--- src/hdl/uda_pkg.sv ---
// constants for the serial data / divisor-low register path
package uda_pkg;
  // register byte addresses
  localparam logic [31:0] ADDR_DATA = 32'h5000_1000;
  localparam logic [31:0] ADDR_DIV_HIGH = 32'h5000_1004;
  localparam logic [31:0] ADDR_FIFO_CTRL = 32'h5000_1008;
  localparam logic [31:0] ADDR_LINE_CTRL = 32'h5000_100c;
  localparam logic [31:0] ADDR_LINE_STATUS = 32'h5000_1014;
  localparam logic [31:0] ADDR_IRQ_STATUS = 32'h5000_10e0;
  localparam logic [31:0] ADDR_IRQ_MASK = 32'h5000_10e4;
  // field positions
  localparam int DIV_ACCESS_BIT = 7;
  localparam int FIFO_EN_BIT = 0;
  localparam int LS_DATA_READY_BIT = 0;
  localparam int LS_OVERRUN_BIT = 1;
  localparam int LS_TX_EMPTY_BIT = 5;
  localparam int LS_TX_IDLE_BIT = 6;
  localparam int IRQ_RX_BIT = 0;
  localparam int IRQ_OVR_BIT = 1;
  localparam int IRQ_TX_BIT = 2;
  localparam int IRQ_BITS = 3;
  // reset values
  localparam logic [15:0] DIVISOR_RESET = 16'h0000;
  localparam logic [7:0] LINE_CTRL_RESET = 8'h00;
  localparam logic [2:0] IRQ_MASK_RESET = 3'h0;
  // sizes and timing
  localparam int FIFO_DEPTH = 16;
  localparam int OVERSAMPLE = 16;
  localparam logic [3:0] TICK_LAST = 4'hf;
  localparam logic [3:0] TICK_MID = 4'h7;
  localparam logic [2:0] BIT_LAST = 3'h7;
  typedef enum logic [1:0] {
    SER_IDLE = 2'b00,
    SER_START = 2'b01,
    SER_DATA = 2'b10,
    SER_STOP = 2'b11
  } uda_ser_e;
endpackage : uda_pkg

--- src/hdl/uda_data_path.sv ---
// serial port data path with shared data / divisor-low register
`timescale 1ns/1ns
`default_nettype none
module uda_data_path #(
  parameter int DEPTH = uda_pkg::FIFO_DEPTH
) (
  input wire logic sys_clk,
  input wire logic rst,
  input wire logic [31:0] reg_addr,
  input wire logic [15:0] reg_wr_data,
  input wire logic reg_wr_stb,
  input wire logic reg_rd_stb,
  output logic [15:0] reg_rd_data,
  output logic irq,
  input wire logic serial_in,
  output logic serial_out
);
  localparam int AW = $clog2(DEPTH);
  localparam logic [AW:0] FULL_CNT = (AW + 1)'(DEPTH);

  typedef struct packed {
    logic rx_s1;
    logic rx_s2;
    logic [7:0] line_ctrl;
    logic fifo_en;
    logic [15:0] divisor;
    logic [DEPTH-1:0][7:0] rx_mem;
    logic [AW-1:0] rx_wp;
    logic [AW-1:0] rx_rp;
    logic [AW:0] rx_cnt;
    logic [DEPTH-1:0][7:0] tx_mem;
    logic [AW-1:0] tx_wp;
    logic [AW-1:0] tx_rp;
    logic [AW:0] tx_cnt;
    logic overrun;
    logic [uda_pkg::IRQ_BITS-1:0] irq_stat;
    logic [uda_pkg::IRQ_BITS-1:0] irq_mask;
    logic [15:0] baud_cnt;
    logic tick;
    uda_pkg::uda_ser_e tx_state;
    logic [7:0] tx_sh;
    logic [3:0] tx_tick;
    logic [2:0] tx_bit;
    logic tx_line;
    uda_pkg::uda_ser_e rx_state;
    logic [7:0] rx_sh;
    logic [3:0] rx_tick;
    logic [2:0] rx_bit;
    logic [15:0] rd_data;
    logic irq;
  } uda_state_s;

  uda_state_s s_ff;
  uda_state_s nxt_s;
  logic divisor_access_bit;
  logic data_rd;
  logic data_wr;
  logic rx_push;
  logic rx_pop;
  logic tx_push;
  logic tx_pop;
  logic rx_full;
  logic tx_full;
  logic [7:0] rx_new;
  logic [7:0] rx_head;
  logic [uda_pkg::IRQ_BITS-1:0] irq_set;

  function automatic logic [AW-1:0] ptr_inc(input logic [AW-1:0] p);
    ptr_inc = p + AW'(1);
  endfunction : ptr_inc

  function automatic logic [AW:0] cnt_step(input logic [AW:0] c, input logic up, input logic dn);
    cnt_step = c + (AW + 1)'(up) - (AW + 1)'(dn);
  endfunction : cnt_step

  // ********************************************************************
  // next state
  // ********************************************************************
  always_comb begin
    nxt_s = s_ff;
    divisor_access_bit = s_ff.line_ctrl[uda_pkg::DIV_ACCESS_BIT];
    rx_head = s_ff.rx_mem[s_ff.rx_rp];
    data_rd = reg_rd_stb && reg_addr == uda_pkg::ADDR_DATA && !divisor_access_bit;
    data_wr = reg_wr_stb && reg_addr == uda_pkg::ADDR_DATA && !divisor_access_bit;
    rx_push = 1'b0;
    tx_pop = 1'b0;
    rx_new = {s_ff.rx_s2, s_ff.rx_sh[7:1]};
    irq_set = '0;
    nxt_s.rx_s1 = serial_in;
    nxt_s.rx_s2 = s_ff.rx_s1;

    // baud tick: period of divisor cycles, sixteen ticks per bit
    nxt_s.tick = 1'b0;
    if (s_ff.divisor == 16'h0000) begin
      nxt_s.baud_cnt = 16'h0000;
    end else if (s_ff.baud_cnt == 16'h0000) begin
      nxt_s.baud_cnt = s_ff.divisor - 16'h0001;
      nxt_s.tick = 1'b1;
    end else begin
      nxt_s.baud_cnt = s_ff.baud_cnt - 16'h0001;
    end

    // ********************************************************************
    // receiver
    // ********************************************************************
    unique case (s_ff.rx_state)
      uda_pkg::SER_IDLE: begin
        if (!s_ff.rx_s2 && s_ff.divisor != 16'h0000) begin
          nxt_s.rx_state = uda_pkg::SER_START;
          nxt_s.rx_tick = 4'h0;
        end
      end
      uda_pkg::SER_START: begin
        if (s_ff.tick) begin
          nxt_s.rx_tick = s_ff.rx_tick + 4'h1;
          if (s_ff.rx_tick == uda_pkg::TICK_MID) begin
            // glitch shorter than half a bit is not a start
            nxt_s.rx_state = s_ff.rx_s2 ? uda_pkg::SER_IDLE : uda_pkg::SER_DATA;
            nxt_s.rx_tick = 4'h0;
            nxt_s.rx_bit = 3'h0;
          end
        end
      end
      uda_pkg::SER_DATA: begin
        if (s_ff.tick) begin
          nxt_s.rx_tick = s_ff.rx_tick + 4'h1;
          if (s_ff.rx_tick == uda_pkg::TICK_LAST) begin
            nxt_s.rx_sh = rx_new;
            nxt_s.rx_bit = s_ff.rx_bit + 3'h1;
            if (s_ff.rx_bit == uda_pkg::BIT_LAST) begin
              nxt_s.rx_state = uda_pkg::SER_STOP;
            end
          end
        end
      end
      uda_pkg::SER_STOP: begin
        if (s_ff.tick) begin
          nxt_s.rx_tick = s_ff.rx_tick + 4'h1;
          if (s_ff.rx_tick == uda_pkg::TICK_LAST) begin
            // framing errors are dropped here; line status has no framing error bit
            rx_push = s_ff.rx_s2;
            nxt_s.rx_state = uda_pkg::SER_IDLE;
          end
        end
      end
    endcase

    // ********************************************************************
    // receive buffer / FIFO
    // ********************************************************************
    rx_pop = data_rd && s_ff.rx_cnt != '0;
    rx_full = s_ff.fifo_en ? s_ff.rx_cnt == FULL_CNT : s_ff.rx_cnt != '0;
    if (rx_push && rx_full && !rx_pop) begin
      nxt_s.overrun = 1'b1;
      irq_set[uda_pkg::IRQ_OVR_BIT] = 1'b1;
      if (!s_ff.fifo_en) begin
        nxt_s.rx_mem[s_ff.rx_rp] = s_ff.rx_sh;
      end
      // fifo mode: keep stored entries, lose the newcomer
    end else if (rx_push) begin
      nxt_s.rx_mem[s_ff.rx_wp] = s_ff.rx_sh;
      nxt_s.rx_wp = ptr_inc(s_ff.rx_wp);
    end
    if (rx_push) begin
      irq_set[uda_pkg::IRQ_RX_BIT] = 1'b1;
    end
    if (rx_pop) begin
      nxt_s.rx_rp = ptr_inc(s_ff.rx_rp);
    end
    nxt_s.rx_cnt = cnt_step(s_ff.rx_cnt, rx_push && !(rx_full && !rx_pop), rx_pop);

    // ********************************************************************
    // transmitter
    // ********************************************************************
    unique case (s_ff.tx_state)
      uda_pkg::SER_IDLE: begin
        // start on a tick so every bit, start included, lasts exactly sixteen ticks
        if (s_ff.tx_cnt != '0 && s_ff.divisor != 16'h0000 && s_ff.tick) begin
          tx_pop = 1'b1;
          nxt_s.tx_sh = s_ff.tx_mem[s_ff.tx_rp];
          nxt_s.tx_line = 1'b0;
          nxt_s.tx_tick = 4'h0;
          nxt_s.tx_state = uda_pkg::SER_START;
        end
      end
      uda_pkg::SER_START: begin
        if (s_ff.tick) begin
          nxt_s.tx_tick = s_ff.tx_tick + 4'h1;
          if (s_ff.tx_tick == uda_pkg::TICK_LAST) begin
            nxt_s.tx_line = s_ff.tx_sh[0];
            nxt_s.tx_bit = 3'h0;
            nxt_s.tx_state = uda_pkg::SER_DATA;
          end
        end
      end
      uda_pkg::SER_DATA: begin
        if (s_ff.tick) begin
          nxt_s.tx_tick = s_ff.tx_tick + 4'h1;
          if (s_ff.tx_tick == uda_pkg::TICK_LAST) begin
            nxt_s.tx_sh = {1'b0, s_ff.tx_sh[7:1]};
            nxt_s.tx_line = s_ff.tx_sh[1];
            nxt_s.tx_bit = s_ff.tx_bit + 3'h1;
            if (s_ff.tx_bit == uda_pkg::BIT_LAST) begin
              nxt_s.tx_line = 1'b1;
              nxt_s.tx_state = uda_pkg::SER_STOP;
            end
          end
        end
      end
      uda_pkg::SER_STOP: begin
        if (s_ff.tick) begin
          nxt_s.tx_tick = s_ff.tx_tick + 4'h1;
          if (s_ff.tx_tick == uda_pkg::TICK_LAST) begin
            nxt_s.tx_state = uda_pkg::SER_IDLE;
          end
        end
      end
    endcase

    // ********************************************************************
    // transmit holding / FIFO
    // ********************************************************************
    tx_push = data_wr;
    tx_full = s_ff.fifo_en ? s_ff.tx_cnt == FULL_CNT : s_ff.tx_cnt != '0;
    if (tx_push && tx_full && !tx_pop) begin
      if (!s_ff.fifo_en) begin
        nxt_s.tx_mem[s_ff.tx_rp] = reg_wr_data[7:0];
      end
      // fifo mode: write while full is lost
    end else if (tx_push) begin
      nxt_s.tx_mem[s_ff.tx_wp] = reg_wr_data[7:0];
      nxt_s.tx_wp = ptr_inc(s_ff.tx_wp);
    end
    if (tx_pop) begin
      nxt_s.tx_rp = ptr_inc(s_ff.tx_rp);
      irq_set[uda_pkg::IRQ_TX_BIT] = s_ff.tx_cnt == (AW + 1)'(1) && !tx_push;
    end
    nxt_s.tx_cnt = cnt_step(s_ff.tx_cnt, tx_push && !(tx_full && !tx_pop), tx_pop);

    // ********************************************************************
    // register writes
    // ********************************************************************
    if (reg_wr_stb) begin
      unique case (reg_addr)
        uda_pkg::ADDR_DATA: begin
          if (divisor_access_bit) begin
            nxt_s.divisor[7:0] = reg_wr_data[7:0];
          end
        end
        uda_pkg::ADDR_DIV_HIGH: begin
          if (divisor_access_bit) begin
            nxt_s.divisor[15:8] = reg_wr_data[7:0];
          end
        end
        uda_pkg::ADDR_FIFO_CTRL: begin
          nxt_s.fifo_en = reg_wr_data[uda_pkg::FIFO_EN_BIT];
          // mode change flushes both buffers; mixing modes would corrupt counts
          if (reg_wr_data[uda_pkg::FIFO_EN_BIT] != s_ff.fifo_en) begin
            nxt_s.rx_cnt = '0;
            nxt_s.rx_wp = '0;
            nxt_s.rx_rp = '0;
            nxt_s.tx_cnt = '0;
            nxt_s.tx_wp = '0;
            nxt_s.tx_rp = '0;
          end
        end
        uda_pkg::ADDR_LINE_CTRL: nxt_s.line_ctrl = reg_wr_data[7:0];
        uda_pkg::ADDR_IRQ_MASK: nxt_s.irq_mask = reg_wr_data[uda_pkg::IRQ_BITS-1:0];
        default: ;
      endcase
    end

    // ********************************************************************
    // register reads, data one cycle later; read clears lose to new sets
    // ********************************************************************
    nxt_s.rd_data = 16'h0000;
    if (reg_rd_stb) begin
      unique case (reg_addr)
        uda_pkg::ADDR_DATA: nxt_s.rd_data = {8'h00, divisor_access_bit ? s_ff.divisor[7:0] : rx_head};
        uda_pkg::ADDR_DIV_HIGH: nxt_s.rd_data = {8'h00, divisor_access_bit ? s_ff.divisor[15:8] : 8'h00};
        uda_pkg::ADDR_FIFO_CTRL: nxt_s.rd_data = {15'h0000, s_ff.fifo_en};
        uda_pkg::ADDR_LINE_CTRL: nxt_s.rd_data = {8'h00, s_ff.line_ctrl};
        uda_pkg::ADDR_LINE_STATUS: begin
          nxt_s.rd_data[uda_pkg::LS_DATA_READY_BIT] = s_ff.rx_cnt != '0;
          nxt_s.rd_data[uda_pkg::LS_OVERRUN_BIT] = s_ff.overrun;
          nxt_s.rd_data[uda_pkg::LS_TX_EMPTY_BIT] = s_ff.tx_cnt == '0;
          nxt_s.rd_data[uda_pkg::LS_TX_IDLE_BIT] = s_ff.tx_cnt == '0 && s_ff.tx_state == uda_pkg::SER_IDLE;
          nxt_s.overrun = irq_set[uda_pkg::IRQ_OVR_BIT];
        end
        uda_pkg::ADDR_IRQ_STATUS: begin
          nxt_s.rd_data = {13'h0000, s_ff.irq_stat};
          nxt_s.irq_stat = '0;
        end
        uda_pkg::ADDR_IRQ_MASK: nxt_s.rd_data = {13'h0000, s_ff.irq_mask};
        default: ;
      endcase
    end
    nxt_s.irq_stat = nxt_s.irq_stat | irq_set;
    nxt_s.irq = |(nxt_s.irq_stat & s_ff.irq_mask);
  end

  always_ff @(posedge sys_clk) begin
    if (rst) begin
      s_ff <= '0;
      s_ff.rx_s1 <= 1'b1;
      s_ff.rx_s2 <= 1'b1;
      s_ff.tx_line <= 1'b1;
      s_ff.divisor <= uda_pkg::DIVISOR_RESET;
      s_ff.line_ctrl <= uda_pkg::LINE_CTRL_RESET;
      s_ff.irq_mask <= uda_pkg::IRQ_MASK_RESET;
      s_ff.tx_state <= uda_pkg::SER_IDLE;
      s_ff.rx_state <= uda_pkg::SER_IDLE;
    end else begin
      s_ff <= nxt_s;
    end
  end

  assign reg_rd_data = s_ff.rd_data;
  assign irq = s_ff.irq;
  assign serial_out = s_ff.tx_line;
endmodule : uda_data_path
`default_nettype wire

--- config.mk ---
export PLATFORM = sky130hd
export DESIGN_NAME = uda_data_path
export DESIGN_NICKNAME = d
export VERILOG_FILES = /design/src/hdl/uda_pkg.sv /design/src/hdl/uda_data_path.sv
export SDC_FILE = /design/constraint.sdc
export NUM_CORES = 1
export LEC_CHECK = 0
export BUFFER_PORTS_ARGS = -buffer_cell sky130_fd_sc_hd__buf_2
export CAP_MARGIN = 20
export CORE_MARGIN = 1
export CORE_UTILIZATION = 55
export CTS_CLUSTER_SIZE = 20
export DETAILED_ROUTE_END_ITERATION = 10
export HOLD_SLACK_MARGIN = 0.06
export PLACE_DENSITY = 0.77
export REMOVE_ABC_BUFFERS = 1
export SYNTH_ARGS = -nofsm -noshare
export SYNTH_HDL_FRONTEND = slang
export SYNTH_SLANG_ARGS = --single-unit
--- constraint.sdc ---
create_clock -name sys_clk -period 6 [get_ports sys_clk]
set_input_delay 1.8 -clock sys_clk [delete_from_list [all_inputs] [get_ports sys_clk]]
set_output_delay 1.8 -clock sys_clk [all_outputs]
set_load 0.05 [all_outputs]
==> impl_metrics.yaml <==
clocking:
  clk_pin_slew_worst_paths_ps: 60
  clkSinkCount: 377
  worstSkewPairLatency_ps: 550
  cts_resized: 0
  hold_buffers: 0
  cts_made_buffers: 40
  cts_root_buf: "clkbuf_16"
  cts_post_setup_buffers_inserted: 0
  h-tree-depth: 2
  clk_path_buf_depth: 3
  cts_tree: "done"
global_route:
  grt-ovfl-total: 0
  antenna_found_initial: 4
  grt_pass1_wl_um: 75300
  grt.total_usage_pct: 27.8
  grt_pass1_vias: 14300
  grt_max_degree: 102
routing:
  drtAntennaViolNets: 0
  wl_um: 47200
  drc: 0
  wl_per_cell_um: 20.0
  viasPerCell: 6.28
  drt_iter0_drc: 1678
  firstDrtPassIters: 6
  num_vias: 14800
setup_path:
  critPathLaunch: "reg_addr[0]"
  critical_path_buf_inv_count: 3
  crit_end: "s_ff[80]"
  reg2reg_to: "s_ff[80]"
  crit_chain: "buf_2 -> or4_4 -> or3_1 -> nor4_1 -> buf_4 -> o21ai_0 -> ha_1 -> inv_1 -> ha_1 -> fa_1 -> a21oi_1 -> nor2_1 -> nor2_1 -> xnor2_1 -> nor2_1"
  critPathRequiredTime_ps: 6390
  cp_max_fo: 9
  path_delay_family: "simple AND/OR/NAND/NOR gates"
  critical_path.max_stage_delay_ps: 560
  start_kind: "input port"
  critPathSlowestCell: "or3_1"
  critical_path_class: "input port to flip-flop"
  reg2reg_depth: 16
  crit_arrival_ps: 5040
  cpMostUsedCell: "nor2_1"
  rrSetupSlack_ps: 1450
  reg2reg_from: "s_ff[79]"
  cp.depth: 15
  end_kind: "flip-flop"
synth:
  synth.largest_area_cell: "dfxtp_1"
  synth-edff-count: 0
  synth_warnings: 0
  synthTopCellsByCount: "dfxtp_1, nand2_1, nor2_1"
  yosys.cell_count.top_type: "dfxtp_1"
  ys_types: 79
  ys_seq_elements: 377
  synth-seq-area-share_pct: 41.1
  ys_top_cells_by_area: "dfxtp_1, mux4_2, mux2i_1"
  syn_inst: 1911
  synth_flop_cell: "dfxtp_1"
  syn_area_per_cell_um2: 9.60
  syn_area_um2: 18400
  synth_top_cell_area_share_pct: 41.1
  synth-async-reset-ratio_pct: 0
timing:
  finalSetupViolCount: 0
  max_slew_margin_pct: 28.2
  drv_slew: 0
  tightest_slew_ps: 1080
  setup_slack_ps: 1350
  setup_tns_ps: 0
  fmax_mhz: 215
  post-route-period-util_pct: 77.5
  rsz0062_at_grt: "no"
  hold_viol: 0
  fin_skew_ps: 37.0
  fin_crit_ps: 4650
power:
  p_leak_nw: 7.32
  netSwitchingFraction_pct: 23.5
  pwr-share-clk_pct: 46.9
  seqPwrFrac_pct: 49.3
  switchingPower_w: 0.00120
  max-vdd-ir-drop_uv: 268
  combinationalPowerShare_pct: 3.9
  intPower_w: 0.00391
  power.density_nw_per_um2: 256
die:
  initial_core_util_pct: 56.1
  die_w_um: 185
  pin_count: 71
  fp.dieArea_um2: 34100
  core_area_um2: 32700
  rows: 66
  die_h_um: 185
hold_path:
  min_path_type: "flip-flop to flip-flop"
  min_from: "nxt_s[383]"
finish:
  area_growth_pct: 8.69
  nets: 1982
  fin_cells: 2360
  layout-drive-gt1-share_pct: 14.4
place:
  port_buffers: 54
  placedCellCount: 2287
  dp_hpwl_um: 31400
  dp_slack_ps: 811
  gp_congestion: 0.887
outcome:
  status: "finished, final reports clean"
flow_run:
  max_cap_viol_count: 0
## sequential cells by signal, indices dropped and copies added (netlist names)
signal              cells
nxt_s                   1
rx_new                  8
s_ff                  357
reg_rd_data             8
irq                     1
divisor_access_bit      1
serial_out              1
## metal layers
layer | routed length (um) | global-route usage (%)
met5 | 23 | 0
met4 | 1670 | 11.8
met3 | 3390 | 4.37
met2 | 22500 | 45.8
met1 | 19700 | 36.1
## power groups by stage
stage	logic, W	clock network [W]	registers, W
2_1_floorplan	0.000102	0	0.00258
3_3_place_gp	0.000189	0	0.00257
3_5_place_dp	0.000195	0	0.00257
4_1_cts	0.000196	0.00242	0.00252
5_1_grt	0.000212	0.00253	0.00252
6_report	0.000197	0.00240	0.00252
## worst min path at each step
stage,to,depth (start not counted),slack [ps]
after floorplan,rx_new[7],1,390
after global placement,rx_new[7],1,400
after detailed placement,rx_new[7],1,410
after CTS,rx_new[7],1,420
after global routing,rx_new[7],1,430
final,rx_new[7],1,410
## worst register-to-register path: stages, from the launching register on
cell,delay (ps)
dfxtp_1,330
inv_1,90
ha_1,180
or3b_2,480
o21ai_0,460
a211o_1,640
inv_1,550
o21ai_0,310
ha_1,160
inv_1,40
ha_1,200
fa_1,450
a21oi_1,150
nor2_1,50
nor2_1,130
xnor2_1,140
nor2_1,50
## placed cells by master (no fill, tap or decap), types with 37 or more instances in the layout
cell / n
nor2_1: 202
nand2_1: 219
clkbuf_16: 40
ha_1: 39
o22ai_1: 91
dfxtp_1: 375
inv_1: 83
a21oi_1: 61
mux4_2: 77
mux2i_1: 167
o32ai_1: 37
nand3_1: 42
buf_2: 53
## through the flow
step                      total power, W  util [%]  area (um2)  hold WS [ps]
after floorplan                  0.00268         -       17700           389
after global placement           0.00276      57.1       18700           397
after detailed placement         0.00277      57.1       18700           410
after CTS                        0.00513      61.0       19900           416
after global routing             0.00526      61.0       19900           430
final                            0.00511      61.0       19900           408
## cells by family after synthesis
| kind of cell | after synthesis | share of synthesized area [%] |
|---|---|---|
| compound gates | 335 | 13.1 |
| other cells | 1 | 0.0204 |
| fa+ha+maj | 41 | 2.88 |
| mux | 252 | 19.0 |
| simple gates | 641 | 16.8 |
| xor+xnor | 31 | 1.48 |
| flops | 377 | 41.1 |
| buf+inv | 233 | 5.60 |
## final cells by class
class,count,area [um2]
inverter,84,318
clock buffer,53,1100
sequential,377,7550
timing repair buffer,77,447
multi-input combinational,1308,9820
antenna,1,2.50
tap,442,553
clock inverter,18,158
fill,2686,12800
No activity file was read; power rests on OpenSTA's default activity.
